## config.mk

```make
export PLATFORM = sky130hd
export DESIGN_NAME = reset_watchdog_ctrl
export DESIGN_NICKNAME = d
export VERILOG_FILES = /design/src/rtl/rst_wdg_pkg.sv /design/src/rtl/reset_watchdog_ctrl.sv
export SDC_FILE = /design/constraint.sdc
export NUM_CORES = 1
export LEC_CHECK = 0
export ABC_CLOCK_PERIOD_IN_PS = 6950
export BUFFER_PORTS_ARGS = -buffer_cell sky130_fd_sc_hd__buf_2
export CORE_UTILIZATION = 34
export DETAILED_ROUTE_END_ITERATION = 10
export PLACE_DENSITY_LB_ADDON = 0.15
export RECOVER_POWER = 50
export SYNTH_ARGS = -nofsm -noshare
export SYNTH_HDL_FRONTEND = slang
export SYNTH_SLANG_ARGS = --single-unit
```

## constraint.sdc

```tcl
create_clock -name i_core_clk -period 6.95 [get_ports i_core_clk]
set_clock_uncertainty 0.1 [all_clocks]
set_input_delay 0 -clock i_core_clk [delete_from_list [all_inputs] [get_ports i_core_clk]]
set_output_delay 0 -clock i_core_clk [all_outputs]
set_load 0.005 [all_outputs]
```

## src/rtl/rst_wdg_pkg.sv

```systemverilog
package rst_wdg_pkg;
    // ==========================================================
    // register map
    localparam logic [7:0]  WDG_OFFSET     = 8'hd8;
    localparam logic [7:0]  CAUSE_OFFSET   = 8'hf0;
    localparam logic [7:0]  WDG_RESET      = 8'hfe;
    localparam logic [6:0]  WDG_CNT_RESET  = 7'h7f;
    localparam logic [6:0]  WDG_CNT_EDGE   = 7'h40;
    localparam int          WDG_C_BIT      = 0;
    localparam int          WDG_SR_BIT     = 1;
    localparam int          WDG_T_BASE     = 2;
    localparam int          WDG_T_W        = 6;
    localparam int          WDG_CNT_W      = 7;
    localparam int          CAUSE_EXT      = 0;
    localparam int          CAUSE_POR      = 1;
    localparam int          CAUSE_LVD      = 2;
    localparam int          CAUSE_WDG      = 3;
    localparam int          CAUSE_W        = 4;
    localparam logic [7:0]  ZERO_BYTE      = 8'h00;

    // ==========================================================
    // initialisation values
    localparam logic [11:0] RESET_VECTOR   = 12'hffe;
    localparam logic [7:0]  AR_SC0_RESET   = 8'h02;
    localparam logic [7:0]  TMR_CNT_RESET  = 8'hff;
    localparam logic [7:0]  TMR_PSC_RESET  = 8'h7f;

    // ==========================================================
    // timing defaults, in core clock cycles
    localparam int          WDG_TICK_CYCLES = 3072;
    localparam int          STAB_CYCLES     = 2048;
    localparam int          WDG_PIN_CYCLES  = 16;

    typedef enum logic [2:0] {
        ST_HOLD,
        ST_OSC_WAIT,
        ST_STAB,
        ST_INIT,
        ST_RUN
    } seq_state_e;

    typedef struct packed {
        logic [7:0] ar_sc0;
        logic [7:0] tmr_cnt;
        logic [7:0] tmr_psc;
        logic [7:0] misc;
        logic [7:0] port;
        logic [7:0] intr_opt;
        logic [7:0] spi_ctl;
    } periph_init_s;

    localparam periph_init_s PERIPH_INIT = '{
        ar_sc0:   AR_SC0_RESET,
        tmr_cnt:  TMR_CNT_RESET,
        tmr_psc:  TMR_PSC_RESET,
        misc:     ZERO_BYTE,
        port:     ZERO_BYTE,
        intr_opt: ZERO_BYTE,
        spi_ctl:  ZERO_BYTE
    };
endpackage

```

## src/rtl/reset_watchdog_ctrl.sv

```systemverilog
// Local design decision: the Wishbone register port.
`timescale 1ns/1ps
// Operation
// - four sources reset: pin, power-on, watchdog, low-voltage
// - reset held while pin is low
// - pin reset stretched by internal delay
// - run/wait pin reset: halt, pull-ups, oscillator restart
// - stop pin reset: oscillator start, pull-ups, delay
// - power-on holds reset, pull-ups, no execution
// - stabilisation delay after oscillator, then initialise
// - watchdog end-of-count resets device and counter
// - watchdog reset restarts like pin reset
// - low-voltage detector static reset with hysteresis
// - internal sources drive reset pin low
// - reset clears stack, loads reset vector
// - init runs non-maskable; return restores normal
// - after return, service pending interrupt else continue
// - timer registers get their nonzero reset values
// - misc, port, option, spi control cleared
// - reloadable down-counter, reload defers reset
// - software option: activate bit latches until reset
// - disabled watchdog permits stop mode
// - hardware option: stop acts as wait, counting
// - external stop control: nmi high freezes, stops
// - leaving stop resumes counter from frozen value
// - clearing software reset bit resets immediately
// - register bit order reversed against counter
module reset_watchdog_ctrl #(
    parameter int WDG_TICK = rst_wdg_pkg::WDG_TICK_CYCLES,
    parameter int STAB     = rst_wdg_pkg::STAB_CYCLES,
    parameter int PIN_HOLD = rst_wdg_pkg::WDG_PIN_CYCLES
) (
    input  wire logic                      i_core_clk,
    input  wire logic                      i_reset_n,
    input  wire logic                      i_reset_pin_in_n,
    input  wire logic                      i_por_active,
    input  wire logic                      i_lvd_enable,
    input  wire logic                      i_vdd_above_rise,
    input  wire logic                      i_vdd_above_fall,
    input  wire logic                      i_osc_running,
    input  wire logic                      i_wdg_hw_option,
    input  wire logic                      i_ext_stop_option,
    input  wire logic                      i_nmi_pin,
    input  wire logic                      i_stop_instr,
    input  wire logic                      i_wait_instr,
    input  wire logic                      i_wakeup,
    input  wire logic                      i_return_from_interrupt_instr_instr,
    input  wire logic                      i_irq_pending,
    input  wire logic                      i_wb_cyc,
    input  wire logic                      i_wb_stb,
    input  wire logic                      i_wb_we,
    input  wire logic [7:0]                i_wb_adr,
    input  wire logic [7:0]                i_wb_dat,
    input  wire logic [0:0]                i_wb_sel,
    output logic      [7:0]                o_wb_dat,
    output logic                           o_wb_ack,
    output logic                           o_reset_pin_out,
    output logic                           o_reset_pin_oe,
    output logic                           o_core_reset,
    output logic                           o_io_pullup,
    output logic                           o_osc_enable,
    output logic                           o_stop_mode,
    output logic                           o_wait_mode,
    output logic                           o_stack_clear,
    output logic                           o_pc_load,
    output logic      [11:0]               o_pc_value,
    output logic                           o_nmi_mode,
    output logic                           o_irq_service,
    output logic                           o_next_instr,
    output rst_wdg_pkg::periph_init_s      o_periph_init
);
    localparam int TICK_W = $clog2(WDG_TICK + 1);
    localparam int STAB_W = $clog2(STAB + 1);
    localparam int HOLD_W = $clog2(PIN_HOLD + 1);
    localparam logic [TICK_W-1:0] TICK_LAST = TICK_W'(WDG_TICK - 1);
    localparam logic [STAB_W-1:0] STAB_LAST = STAB_W'(STAB - 1);
    localparam logic [HOLD_W-1:0] HOLD_LOAD = HOLD_W'(PIN_HOLD);
    // ==========================================================
    // pin synchroniser and reset sources
    logic                     pin_meta_r;
    logic                     pin_sync_r;
    logic                     lvd_low_r;
    logic [HOLD_W-1:0]        wdg_hold_r;
    logic                     internal_src;
    logic                     any_src;
    always_ff @(posedge i_core_clk) begin
        if (!i_reset_n) begin
            pin_meta_r <= 1'b0;
            pin_sync_r <= 1'b0;
        end else begin
            pin_meta_r <= i_reset_pin_in_n;
            pin_sync_r <= pin_meta_r;
        end
    end
    // falling threshold below rising one gives hysteresis
    always_ff @(posedge i_core_clk) begin
        if (!i_reset_n) begin
            lvd_low_r <= 1'b1;
        end else if (!i_lvd_enable) begin
            lvd_low_r <= 1'b0;
        end else if (!i_vdd_above_fall) begin
            lvd_low_r <= 1'b1;
        end else if (i_vdd_above_rise) begin
            lvd_low_r <= 1'b0;
        end
    end
    assign internal_src = i_por_active | lvd_low_r | (wdg_hold_r != '0);
    assign any_src      = internal_src | !pin_sync_r;
    always_ff @(posedge i_core_clk) begin
        if (!i_reset_n) begin
            o_reset_pin_oe  <= 1'b0;
            o_reset_pin_out <= 1'b0;
        end else begin
            o_reset_pin_oe  <= internal_src;
            o_reset_pin_out <= 1'b0;
        end
    end
    // ==========================================================
    // reset sequencer
    rst_wdg_pkg::seq_state_e state_r;
    rst_wdg_pkg::seq_state_e state_nxt;
    logic [STAB_W-1:0]       stab_r;
    always_comb begin
        state_nxt = state_r;
        unique case (state_r)
            rst_wdg_pkg::ST_HOLD: begin
                state_nxt = rst_wdg_pkg::ST_OSC_WAIT;
            end
            rst_wdg_pkg::ST_OSC_WAIT: begin
                if (i_osc_running) begin
                    state_nxt = rst_wdg_pkg::ST_STAB;
                end
            end
            rst_wdg_pkg::ST_STAB: begin
                if (stab_r == STAB_LAST) begin
                    state_nxt = rst_wdg_pkg::ST_INIT;
                end
            end
            rst_wdg_pkg::ST_INIT: begin
                state_nxt = rst_wdg_pkg::ST_RUN;
            end
            rst_wdg_pkg::ST_RUN: begin
                state_nxt = rst_wdg_pkg::ST_RUN;
            end
        endcase
        // every source, watchdog included, restarts the same way
        if (any_src) begin
            state_nxt = rst_wdg_pkg::ST_HOLD;
        end
    end
    always_ff @(posedge i_core_clk) begin
        if (!i_reset_n) begin
            state_r <= rst_wdg_pkg::ST_HOLD;
        end else begin
            state_r <= state_nxt;
        end
    end
    always_ff @(posedge i_core_clk) begin
        if (!i_reset_n || state_r != rst_wdg_pkg::ST_STAB) begin
            stab_r <= '0;
        end else begin
            stab_r <= stab_r + 1'b1;
        end
    end
    // ==========================================================
    // core-facing controls
    logic stop_nxt;
    logic wait_nxt;
    logic wdg_en;
    logic stop_ok;
    assign stop_ok = !wdg_en || (i_ext_stop_option && i_nmi_pin);
    always_comb begin
        stop_nxt = o_stop_mode;
        wait_nxt = o_wait_mode;
        if (state_nxt != rst_wdg_pkg::ST_RUN) begin
            stop_nxt = 1'b0;
            wait_nxt = 1'b0;
        end else if (i_wakeup) begin
            stop_nxt = 1'b0;
            wait_nxt = 1'b0;
        end else if (i_stop_instr && !o_stop_mode && !o_wait_mode) begin
            stop_nxt = stop_ok;
            wait_nxt = !stop_ok;
        end else if (i_wait_instr && !o_stop_mode && !o_wait_mode) begin
            wait_nxt = 1'b1;
        end
    end
    always_ff @(posedge i_core_clk) begin
        if (!i_reset_n) begin
            o_core_reset <= 1'b1;
            o_io_pullup  <= 1'b1;
            o_osc_enable <= 1'b1;
            o_stop_mode  <= 1'b0;
            o_wait_mode  <= 1'b0;
        end else begin
            o_core_reset <= state_nxt != rst_wdg_pkg::ST_RUN;
            o_io_pullup  <= state_nxt != rst_wdg_pkg::ST_RUN;
            o_osc_enable <= !stop_nxt;
            o_stop_mode  <= stop_nxt;
            o_wait_mode  <= wait_nxt;
        end
    end
    always_ff @(posedge i_core_clk) begin
        if (!i_reset_n) begin
            o_stack_clear <= 1'b0;
            o_pc_load     <= 1'b0;
            o_pc_value    <= rst_wdg_pkg::RESET_VECTOR;
            o_periph_init <= rst_wdg_pkg::PERIPH_INIT;
        end else begin
            o_stack_clear <= state_nxt == rst_wdg_pkg::ST_INIT;
            o_pc_load     <= state_nxt == rst_wdg_pkg::ST_INIT;
            o_pc_value    <= rst_wdg_pkg::RESET_VECTOR;
            o_periph_init <= rst_wdg_pkg::PERIPH_INIT;
        end
    end
    // init routine cannot be interrupted until its return
    always_ff @(posedge i_core_clk) begin
        if (!i_reset_n) begin
            o_nmi_mode    <= 1'b1;
            o_irq_service <= 1'b0;
            o_next_instr  <= 1'b0;
        end else if (state_nxt != rst_wdg_pkg::ST_RUN) begin
            o_nmi_mode    <= 1'b1;
            o_irq_service <= 1'b0;
            o_next_instr  <= 1'b0;
        end else begin
            if (i_return_from_interrupt_instr_instr) begin
                o_nmi_mode <= 1'b0;
            end
            o_irq_service <= i_return_from_interrupt_instr_instr && o_nmi_mode && i_irq_pending;
            o_next_instr  <= i_return_from_interrupt_instr_instr && o_nmi_mode && !i_irq_pending;
        end
    end
    // ==========================================================
    // watchdog
    localparam int WDG_CNT_W_L = rst_wdg_pkg::WDG_CNT_W;
    logic [WDG_CNT_W_L-1:0]   cnt_r;
    logic                     c_r;
    logic [TICK_W-1:0]        tick_r;
    logic [7:0]               wdg_view;
    logic [WDG_CNT_W_L-1:0]   wr_phys;
    logic                     bus_req;
    logic                     wr_wdg;
    logic                     wr_cause;
    logic                     frozen;
    logic                     tick_done;
    logic                     wdg_fire;
    genvar gi;
    generate
        for (gi = 0; gi < rst_wdg_pkg::WDG_T_W; gi++) begin : g_rev
            assign wdg_view[rst_wdg_pkg::WDG_T_BASE + gi] =
                cnt_r[rst_wdg_pkg::WDG_T_W - 1 - gi];
            assign wr_phys[rst_wdg_pkg::WDG_T_W - 1 - gi] =
                i_wb_dat[rst_wdg_pkg::WDG_T_BASE + gi];
        end
    endgenerate
    assign wdg_view[rst_wdg_pkg::WDG_SR_BIT] = cnt_r[WDG_CNT_W_L-1];
    assign wdg_view[rst_wdg_pkg::WDG_C_BIT]  = wdg_en;
    assign wr_phys[WDG_CNT_W_L-1] = i_wb_dat[rst_wdg_pkg::WDG_SR_BIT];
    assign bus_req   = i_wb_cyc && i_wb_stb && !o_wb_ack;
    assign wr_wdg    = bus_req && i_wb_we && i_wb_sel[0] &&
                       i_wb_adr == rst_wdg_pkg::WDG_OFFSET &&
                       state_r == rst_wdg_pkg::ST_RUN;
    assign wr_cause  = bus_req && i_wb_we && i_wb_sel[0] &&
                       i_wb_adr == rst_wdg_pkg::CAUSE_OFFSET;
    assign wdg_en    = i_wdg_hw_option || c_r;
    assign frozen    = o_stop_mode;
    assign tick_done = !frozen && tick_r == TICK_LAST;
    // when disabled the counter is a plain timer; only a write clearing the SR bit can fire
    assign wdg_fire  = state_r == rst_wdg_pkg::ST_RUN &&
                       ((wr_wdg && !i_wb_dat[rst_wdg_pkg::WDG_SR_BIT]) ||
                        (!wr_wdg && wdg_en && tick_done &&
                         cnt_r == rst_wdg_pkg::WDG_CNT_EDGE));

    always_ff @(posedge i_core_clk) begin
        if (!i_reset_n || state_r != rst_wdg_pkg::ST_RUN) begin
            cnt_r  <= rst_wdg_pkg::WDG_CNT_RESET;
            c_r    <= 1'b0;
            tick_r <= '0;
        end else if (wr_wdg) begin
            cnt_r  <= wr_phys;
            c_r    <= c_r | i_wb_dat[rst_wdg_pkg::WDG_C_BIT];
            tick_r <= '0;
        end else if (tick_done) begin
            cnt_r  <= cnt_r - 1'b1;
            tick_r <= '0;
        end else if (!frozen) begin
            tick_r <= tick_r + 1'b1;
        end
    end
    always_ff @(posedge i_core_clk) begin
        if (!i_reset_n) begin
            wdg_hold_r <= '0;
        end else if (wdg_fire) begin
            wdg_hold_r <= HOLD_LOAD;
        end else if (wdg_hold_r != '0) begin
            wdg_hold_r <= wdg_hold_r - 1'b1;
        end
    end
    // ==========================================================
    // reset cause flags and bus slave
    logic [rst_wdg_pkg::CAUSE_W-1:0] cause_r;
    logic [rst_wdg_pkg::CAUSE_W-1:0] cause_set;
    always_comb begin
        cause_set = '0;
        cause_set[rst_wdg_pkg::CAUSE_EXT] = !pin_sync_r && !o_reset_pin_oe;
        cause_set[rst_wdg_pkg::CAUSE_POR] = i_por_active;
        cause_set[rst_wdg_pkg::CAUSE_LVD] = lvd_low_r;
        cause_set[rst_wdg_pkg::CAUSE_WDG] = wdg_fire;
    end
    // set wins over a same-cycle write-one-to-clear
    always_ff @(posedge i_core_clk) begin
        if (!i_reset_n) begin
            cause_r <= '0;
        end else if (wr_cause) begin
            cause_r <= (cause_r & ~i_wb_dat[rst_wdg_pkg::CAUSE_W-1:0])
                       | cause_set;
        end else begin
            cause_r <= cause_r | cause_set;
        end
    end
    always_ff @(posedge i_core_clk) begin
        if (!i_reset_n) begin
            o_wb_ack <= 1'b0;
            o_wb_dat <= '0;
        end else begin
            o_wb_ack <= bus_req;
            o_wb_dat <= '0;
            if (bus_req && !i_wb_we) begin
                unique case (i_wb_adr)
                    rst_wdg_pkg::WDG_OFFSET:   o_wb_dat <= wdg_view;
                    rst_wdg_pkg::CAUSE_OFFSET: o_wb_dat <= {
                        {(8-rst_wdg_pkg::CAUSE_W){1'b0}}, cause_r};
                    default:                   o_wb_dat <= '0;
                endcase
            end
        end
    end
endmodule

```

==> results of run 1 <==
-- logic make-up after synthesis --
family	after synthesis	share of synthesized area (%)
DFF	65	39.6
other	2	0.229
muxes	3	0.990
and+or+nand+nor	133	22.3
buffers and inverters	87	18.3
xor gates and xnor gates	26	6.93
adders and majority gates	5	1.90
AOI/OAI and AO/OA	50	9.71
-- where the power goes --
part,switching (mW),internal [mW]
clock,0.153,0.165
sequential,0.0143,0.390
combinational,0.0636,0.0629
-- placed cells by master, fill, tap and decap left out, drive strengths merged, types with 2 or more instances in the layout --
cell type    instances
nand3               10
clkbuf              18
ha                   5
and4                 3
nand2b               4
a31oi                3
nand4                5
dfxtp               65
xnor2               11
nor2                45
nor3                12
and3                 5
a21oi               11
nand2               15
nand3b               3
nand4b               4
xor2                15
clkinv               3
clkinvlp             3
o21ai               16
nor2b                4
and4b                2
buf                 46
a22oi                3
a211oi               2
and2                 7
inv                 11
o211ai               2
dlygate4sd3         27
mux2                 2
o21a                 4
nor4                 4
a21boi               3
conb                69
or4                  2
-- worst max-delay path, stage by stage, from the launching register on --
cell and delay (ns):
dfxtp_1 0.32, inv_1 0.11, ha_1 0.18, nor4b_2 0.54
nand4_1 0.31, a21oi_1 0.37, inv_1 0.11, nor3_1 0.17
dlygate4sd3_1 0.56
-- area by class of cell --
type,count,area [µm²]
sequential,65,1300
fill,963,5420
timing repair buffer,82,534
tap,129,161
inverter,11,41.3
clock inverter,7,71.3
multi-input combinational,286,1630
clock buffer,9,124
-- flip-flops by register name (all words and copies together), names as in the netlist, 3 cells and up --
| signal | count |
|---|---|
| cnt_r | 7 |
| wdg_hold_r | 5 |
| o_wb_dat | 8 |
| state_r | 3 |
| tick_r | 12 |
| stab_r | 12 |
| cause_r | 4 |
-- per-stage QoR --
step           hold slack, ns  std cells  worst slack (ns)  total power [mW]
2_1_floorplan         -0.0276        438              4.77             0.527
5_1_grt                0.0554        589              3.84             0.897
4_1_cts              0.000619        589              4.11             0.857
3_3_place_gp           0.0705        546              4.57             0.527
3_5_place_dp           0.0776        546              4.55             0.528
6_report               0.0132        589              4.13             0.848
-- path summary, 6_finish.rpt --
kind / slack (ns) / start / cells past startpoint / endpoint
max reg2reg: 4.13 / wdg_hold_r[0] / 8 / o_stop_mode
min reg2reg: 0.34 / pin_meta_r / 1 / pin_sync_r
min: 0.01 / i_wb_we / 3 / o_wb_dat[0]
max: 4.13 / wdg_hold_r[0] / 8 / o_stop_mode
-- metal layers --
metal / GRT usage (%) / vias up
met1: 17.4 / 1112
met3: 2.92 / 7
met4: 6.69 / 0
met5: 0 / -
met2: 20.5 / 88
li1: - / 1284
-- what timing repair did --
| item | CTS | global route |
|---|---|---|
| hold endpoints to repair | 31 | 0 |
| hold buffers | 27 | 0 |
| buffers inserted | 0 | 0 |
==> impl_metrics.env, run 1 <==
export IMPL_leakage_nw=1.65
export IMPL_worstPathMaxFanout=7
export IMPL_ys_top_cells_by_count="buf_4, dfxtp_1, nor2_1"
export IMPL_highest_layer="met4"
export IMPL_finalMaxSlewViolations=0
export IMPL_synth_flop_cell="dfxtp_1"
export IMPL_worstMarginPinSlew_ns=1.07
export IMPL_cp_data_arrival_time_ns=3.01
export IMPL_cts_htree_levels=3
export IMPL_final_period_utilization_pct=40.5
export IMPL_drc_errors=0
export IMPL_die_height_um=100
export IMPL_area_growth_pct=17.7
export IMPL_min_period_ns=2.82
export IMPL_tritoncts="built"
export IMPL_grt_overflow=0
export IMPL_cts_buffers=9
export IMPL_worst_setup_path_start_kind="register"
export IMPL_place_gp_congestion=0.780
export IMPL_yosys_area_top_type_share_pct=39.6
export IMPL_setup_viol=0
export IMPL_floorplan_core_area_um2=9280
export IMPL_antenna_found_initial=0
export IMPL_vias_per_cell=4.23
export IMPL_cts_buffer_depth=2
export IMPL_drive_above_1_share_pct=16.1
export IMPL_power_density_nw_per_um2=219
export IMPL_synth_most_common_cell="buf_4"
export IMPL_post_dp_cell_area_um2=3410
export IMPL_syn_area_um2=3280
export IMPL_wl_per_cell_um=10.9
export IMPL_post_cts_resized=0
export IMPL_async_flop_share_pct=0
export IMPL_drt_iter0_markers=37
export IMPL_finalHoldViolCount=0
export IMPL_dpl_hpwl_mm=4.73
export IMPL_wl_met1_mm=3.21
export IMPL_fmax_mhz=355
export IMPL_io_pins=125
export IMPL_yosysSeqAreaShare_pct=39.6
export IMPL_grt_max_degree=13
export IMPL_syn_inst=371
export IMPL_maxCapViolations=0
export IMPL_met2_length_mm=2.80
export IMPL_grt_total_usage_pct=13.3
export IMPL_critical_path_class="reg2reg"
export IMPL_wl_mm=6.42
export IMPL_yosysWarnings=0
export IMPL_antennaDiodeCount=0
export IMPL_cp_end_kind="register"
export IMPL_synth_seq_cells=65
export IMPL_nets=496
export IMPL_fin_area_um2=3870
export IMPL_die_area_um2=10100
export IMPL_maxSlewHeadroom_pct=28.2
export IMPL_ant_nets=0
export IMPL_synth_distinct_cells=53
export IMPL_status="finished clean"
export IMPL_finish_utilization_pct=41.6
export IMPL_initial_core_util_pct=35.4
export IMPL_finalSetupTns_ns=0
export IMPL_cts_root_buffer="clkbuf_8"
export IMPL_clock_latency_ns=0.35
export IMPL_cts_clk_slew_worst_paths_ns=0.08
export IMPL_grt_pass1_vias=2241
export IMPL_num_rows=35
export IMPL_min_path_type="in2reg"
export IMPL_synthTopCellsByArea="dfxtp_1, buf_4, nor2_1, xor2_1, xnor2_1"
export IMPL_synth_edff_count=0
export IMPL_num_vias=2491
export IMPL_grt_pass1_wl_mm=10.3
export IMPL_synth_top_area_cell="dfxtp_1"
export IMPL_ir_drop_v=0.0000999
export IMPL_dr_pass1_iters=4
export IMPL_rsz0062_at_grt="false"
export IMPL_io_buffers=55
export IMPL_die_x_um=100
export IMPL_dr_wl_met3_um=318
export IMPL_syn_avg_cell_area_um2=8.85
export IMPL_cp_data_required_time_ns=7.14
export IMPL_cts_sinks=65
Note: power is estimated with default switching activity, not from simulation.
==> run 2: changes to the inputs <==
--- a/config.mk
+++ b/config.mk
@@ -5,7 +5,8 @@
 export SDC_FILE = /design/constraint.sdc
 export NUM_CORES = 1
 export LEC_CHECK = 0
-export ABC_CLOCK_PERIOD_IN_PS = 6950
+export ABC_AREA = 1
+export ABC_CLOCK_PERIOD_IN_PS = 2900
 export BUFFER_PORTS_ARGS = -buffer_cell sky130_fd_sc_hd__buf_2
 export CORE_UTILIZATION = 34
 export DETAILED_ROUTE_END_ITERATION = 10
==> constraint.sdc (replaced) <==
create_clock -name i_core_clk -period 2.9 [get_ports i_core_clk]
set_clock_uncertainty 0.1 [all_clocks]
set_input_delay 0 -clock i_core_clk [delete_from_list [all_inputs] [get_ports i_core_clk]]
set_output_delay 0 -clock i_core_clk [all_outputs]
set_load 0.005 [all_outputs]
==> impl_metrics.env, run 2 <==
export IMPL_synthTopCellsByArea="dfxtp_1, buf_4, nand2_1, inv_1, nor2_1"
export IMPL_antenna_found_initial=0
export IMPL_cts_setup_buffers=0
export IMPL_fmax_mhz=420
export IMPL_maxSlewHeadroom_pct=65.3
export IMPL_cpPeakStageDelay_ns=0.55
export IMPL_grt_pass1_vias=2612
export IMPL_dpl_hpwl_mm=5.02
export IMPL_p_seq_share_pct=50.0
export IMPL_yosys_area_top_type_share_pct=37.1
export IMPL_final_cell_mix="nand2_1, conb_1, dfxtp_1"
export IMPL_worstPathMaxFanout=6
export IMPL_die_x_um=104
export IMPL_grt_total_usage_pct=13.4
export IMPL_setup_viol=0
export IMPL_dr_pass1_iters=4
export IMPL_ir_drop_v=0.000230
export IMPL_io_pins=125
export IMPL_place_gp_congestion=0.779
export IMPL_holdBufCountCts=25
export IMPL_nets=591
export IMPL_finalMaxSlewViolations=0
export IMPL_synth_edff_count=0
export IMPL_worstMarginPinSlew_ns=0.520
export IMPL_grt_pass1_wl_mm=11.6
export IMPL_drive_above_1_share_pct=16.4
export IMPL_drc_errors=0
export IMPL_num_rows=36
export IMPL_cp_data_required_time_ns=3.08
export IMPL_post_place_cells=647
export IMPL_syn_avg_cell_area_um2=7.56
export IMPL_wl_mm=6.71
export IMPL_p_int_mw=1.38
export IMPL_min_path_type="in2reg"
export IMPL_crit_top_cell="nand2_2"
export IMPL_async_flop_share_pct=0
export IMPL_syn_area_um2=3510
export IMPL_finalHoldViolCount=0
export IMPL_die_area_um2=10700
export IMPL_final_common_cell="nand2_1"
export IMPL_cts_sinks=65
export IMPL_wl_per_cell_um=9.77
export IMPL_syn_inst=464
export IMPL_status="finished clean"
export IMPL_vias_per_cell=4.01
export IMPL_power_share_clock_pct=34.4
export IMPL_tritoncts="built"
export IMPL_rsz0062_at_grt="false"
export IMPL_whs_ns=0.0107
export IMPL_yosysWarnings=0
export IMPL_synth_top_area_cell="dfxtp_1"
export IMPL_cp_data_arrival_time_ns=2.56
export IMPL_leakage_nw=1.85
export IMPL_yosysSeqAreaShare_pct=37.1
export IMPL_initial_core_util_pct=35.5
export IMPL_fin_cells=687
export IMPL_antennaDiodeCount=0
export IMPL_power_density_nw_per_um2=473
export IMPL_finalSetupTns_ns=0
export IMPL_synth_distinct_cells=34
export IMPL_cts_root_buffer="clkbuf_8"
export IMPL_cts_clk_slew_worst_paths_ns=0.07
export IMPL_critical_path_class="reg2reg"
export IMPL_num_vias=2753
export IMPL_floorplan_core_area_um2=9860
export IMPL_worst_setup_path_start_kind="register"
export IMPL_maxCapViolations=0
export IMPL_cts_htree_levels=3
export IMPL_switching_share_pct=27.7
export IMPL_switchingPower_mw=0.529
export IMPL_ys_top_cells_by_count="nand2_1, buf_4, dfxtp_1, inv_1, nor2_1"
export IMPL_comb_power_share_pct=15.6
export IMPL_synth_flop_cell="dfxtp_1"
export IMPL_cp_end_kind="register"
export IMPL_cts_buffers=9
export IMPL_grt_overflow=0
export IMPL_ant_nets=0
export IMPL_drt_iter0_markers=45
export IMPL_report_power_total_mw=1.91
export IMPL_min_period_ns=2.38
export IMPL_clock_latency_ns=0.34
export IMPL_crit_chain="inv_1 > ha_1 > nand2_2 > nor2_1 > nand4_2 > nor3_4 > nand2_2 > a21oi_1 > dlygate4sd3_1"
export IMPL_post_cts_resized=0
export IMPL_grt_max_degree=13
export IMPL_final_period_utilization_pct=82.2
export IMPL_finish_utilization_pct=41.0
export IMPL_synth_seq_cells=65
export IMPL_area_growth_pct=15.2
export IMPL_reg_top3="stab_r (12), tick_r (12), o_wb_dat (8)"
export IMPL_crit_path_top_delay_cell="dlygate4sd3_1"
export IMPL_die_height_um=104
export IMPL_synth_most_common_cell="nand2_1"
export IMPL_io_buffers=55
export IMPL_cts_buffer_depth=2
[run 2: cell count changes after synthesis, moves of 7 or more]
cell     change
nand2_1     +61
inv_1       +48
nand3_1     +15
nor2_2      +10
nand2_2      +9
nor2_1       -9
a21oi_1      +8
and2_1       -7
inv_2        +7
xnor2_1      -7
[run 2: logic make-up (layout without fill, tap and decap cells)]
family	Yosys count	in the layout	synth area share (%)
XOR/XNOR	14	14	3.50
AO/OA/AOI/OAI	39	39	6.03
AND/OR/NAND/NOR	201	201	28.8
adder cells (fa/ha/maj)	5	5	1.78
flip-flops	65	65	37.1
other	2	69	0.214
buffers and inverters	138	161	22.6
[run 2: through the flow]
| step | cell area, µm² | setup slack (ns) |
|---|---|---|
| 6_report | 4040 | 0.517 |
| 5_1_grt | 4040 | 0.308 |
| 4_1_cts | 4070 | 0.737 |
| 3_5_place_dp | 3650 | 1.17 |
| 3_3_place_gp | 3650 | 1.20 |
| 2_1_floorplan | 3760 | 1.41 |
[run 2: critical path, delay by kind of cell (launching register included)]
family                   cells  cell delay, ns
AND/OR/NAND/NOR              5            0.98
buffers and inverters        2            0.63
flip-flops                   1            0.33
adder cells (fa/ha/maj)      1            0.17
AO/OA/AOI/OAI                1            0.12
[run 2: metal layers]
layer  wire, µm  global-route usage, %  part of all wire (%)  vias to the layer above
met1       3120                   15.7                    46                     1204
met5          0                      0                     0                        -
li1           -                      -                     -                     1480
met3        261                   3.52                   3.9                        9
met2       3250                   23.2                    48                       60
met4         83                   4.97                   1.2                        0
[run 2: path summary, 6_finish.rpt]
| kind | startpoint | to | slack, ns | cells after the start |
|---|---|---|---|---|
| hold / removal | i_wb_adr[2] | o_wb_dat[2] | 0.01 | 6 |
| setup / recovery | wdg_hold_r[0] | o_wait_mode | 0.52 | 9 |
| setup reg to reg | wdg_hold_r[0] | o_wait_mode | 0.52 | 9 |
| hold reg to reg | pin_meta_r | pin_sync_r | 0.31 | 2 |
[run 2: layout make-up]
class	count	area, µm²
fill	1046	5820
multi-input combinational	328	1650
sequential	65	1300
timing repair buffer	80	508
inverter	66	248
tap	133	166
clock buffer	12	145
clock inverter	3	17.5
[run 2: power by group through the flow]
| stage | registers, mW | clock network, mW | logic (mW) |
|---|---|---|---|
| 2_1_floorplan | 0.973 | 0 | 0.284 |
| 3_3_place_gp | 0.980 | 0 | 0.277 |
| 3_5_place_dp | 0.978 | 0 | 0.282 |
| 4_1_cts | 0.958 | 0.681 | 0.310 |
| 5_1_grt | 0.961 | 0.720 | 0.342 |
| 6_report | 0.957 | 0.657 | 0.298 |
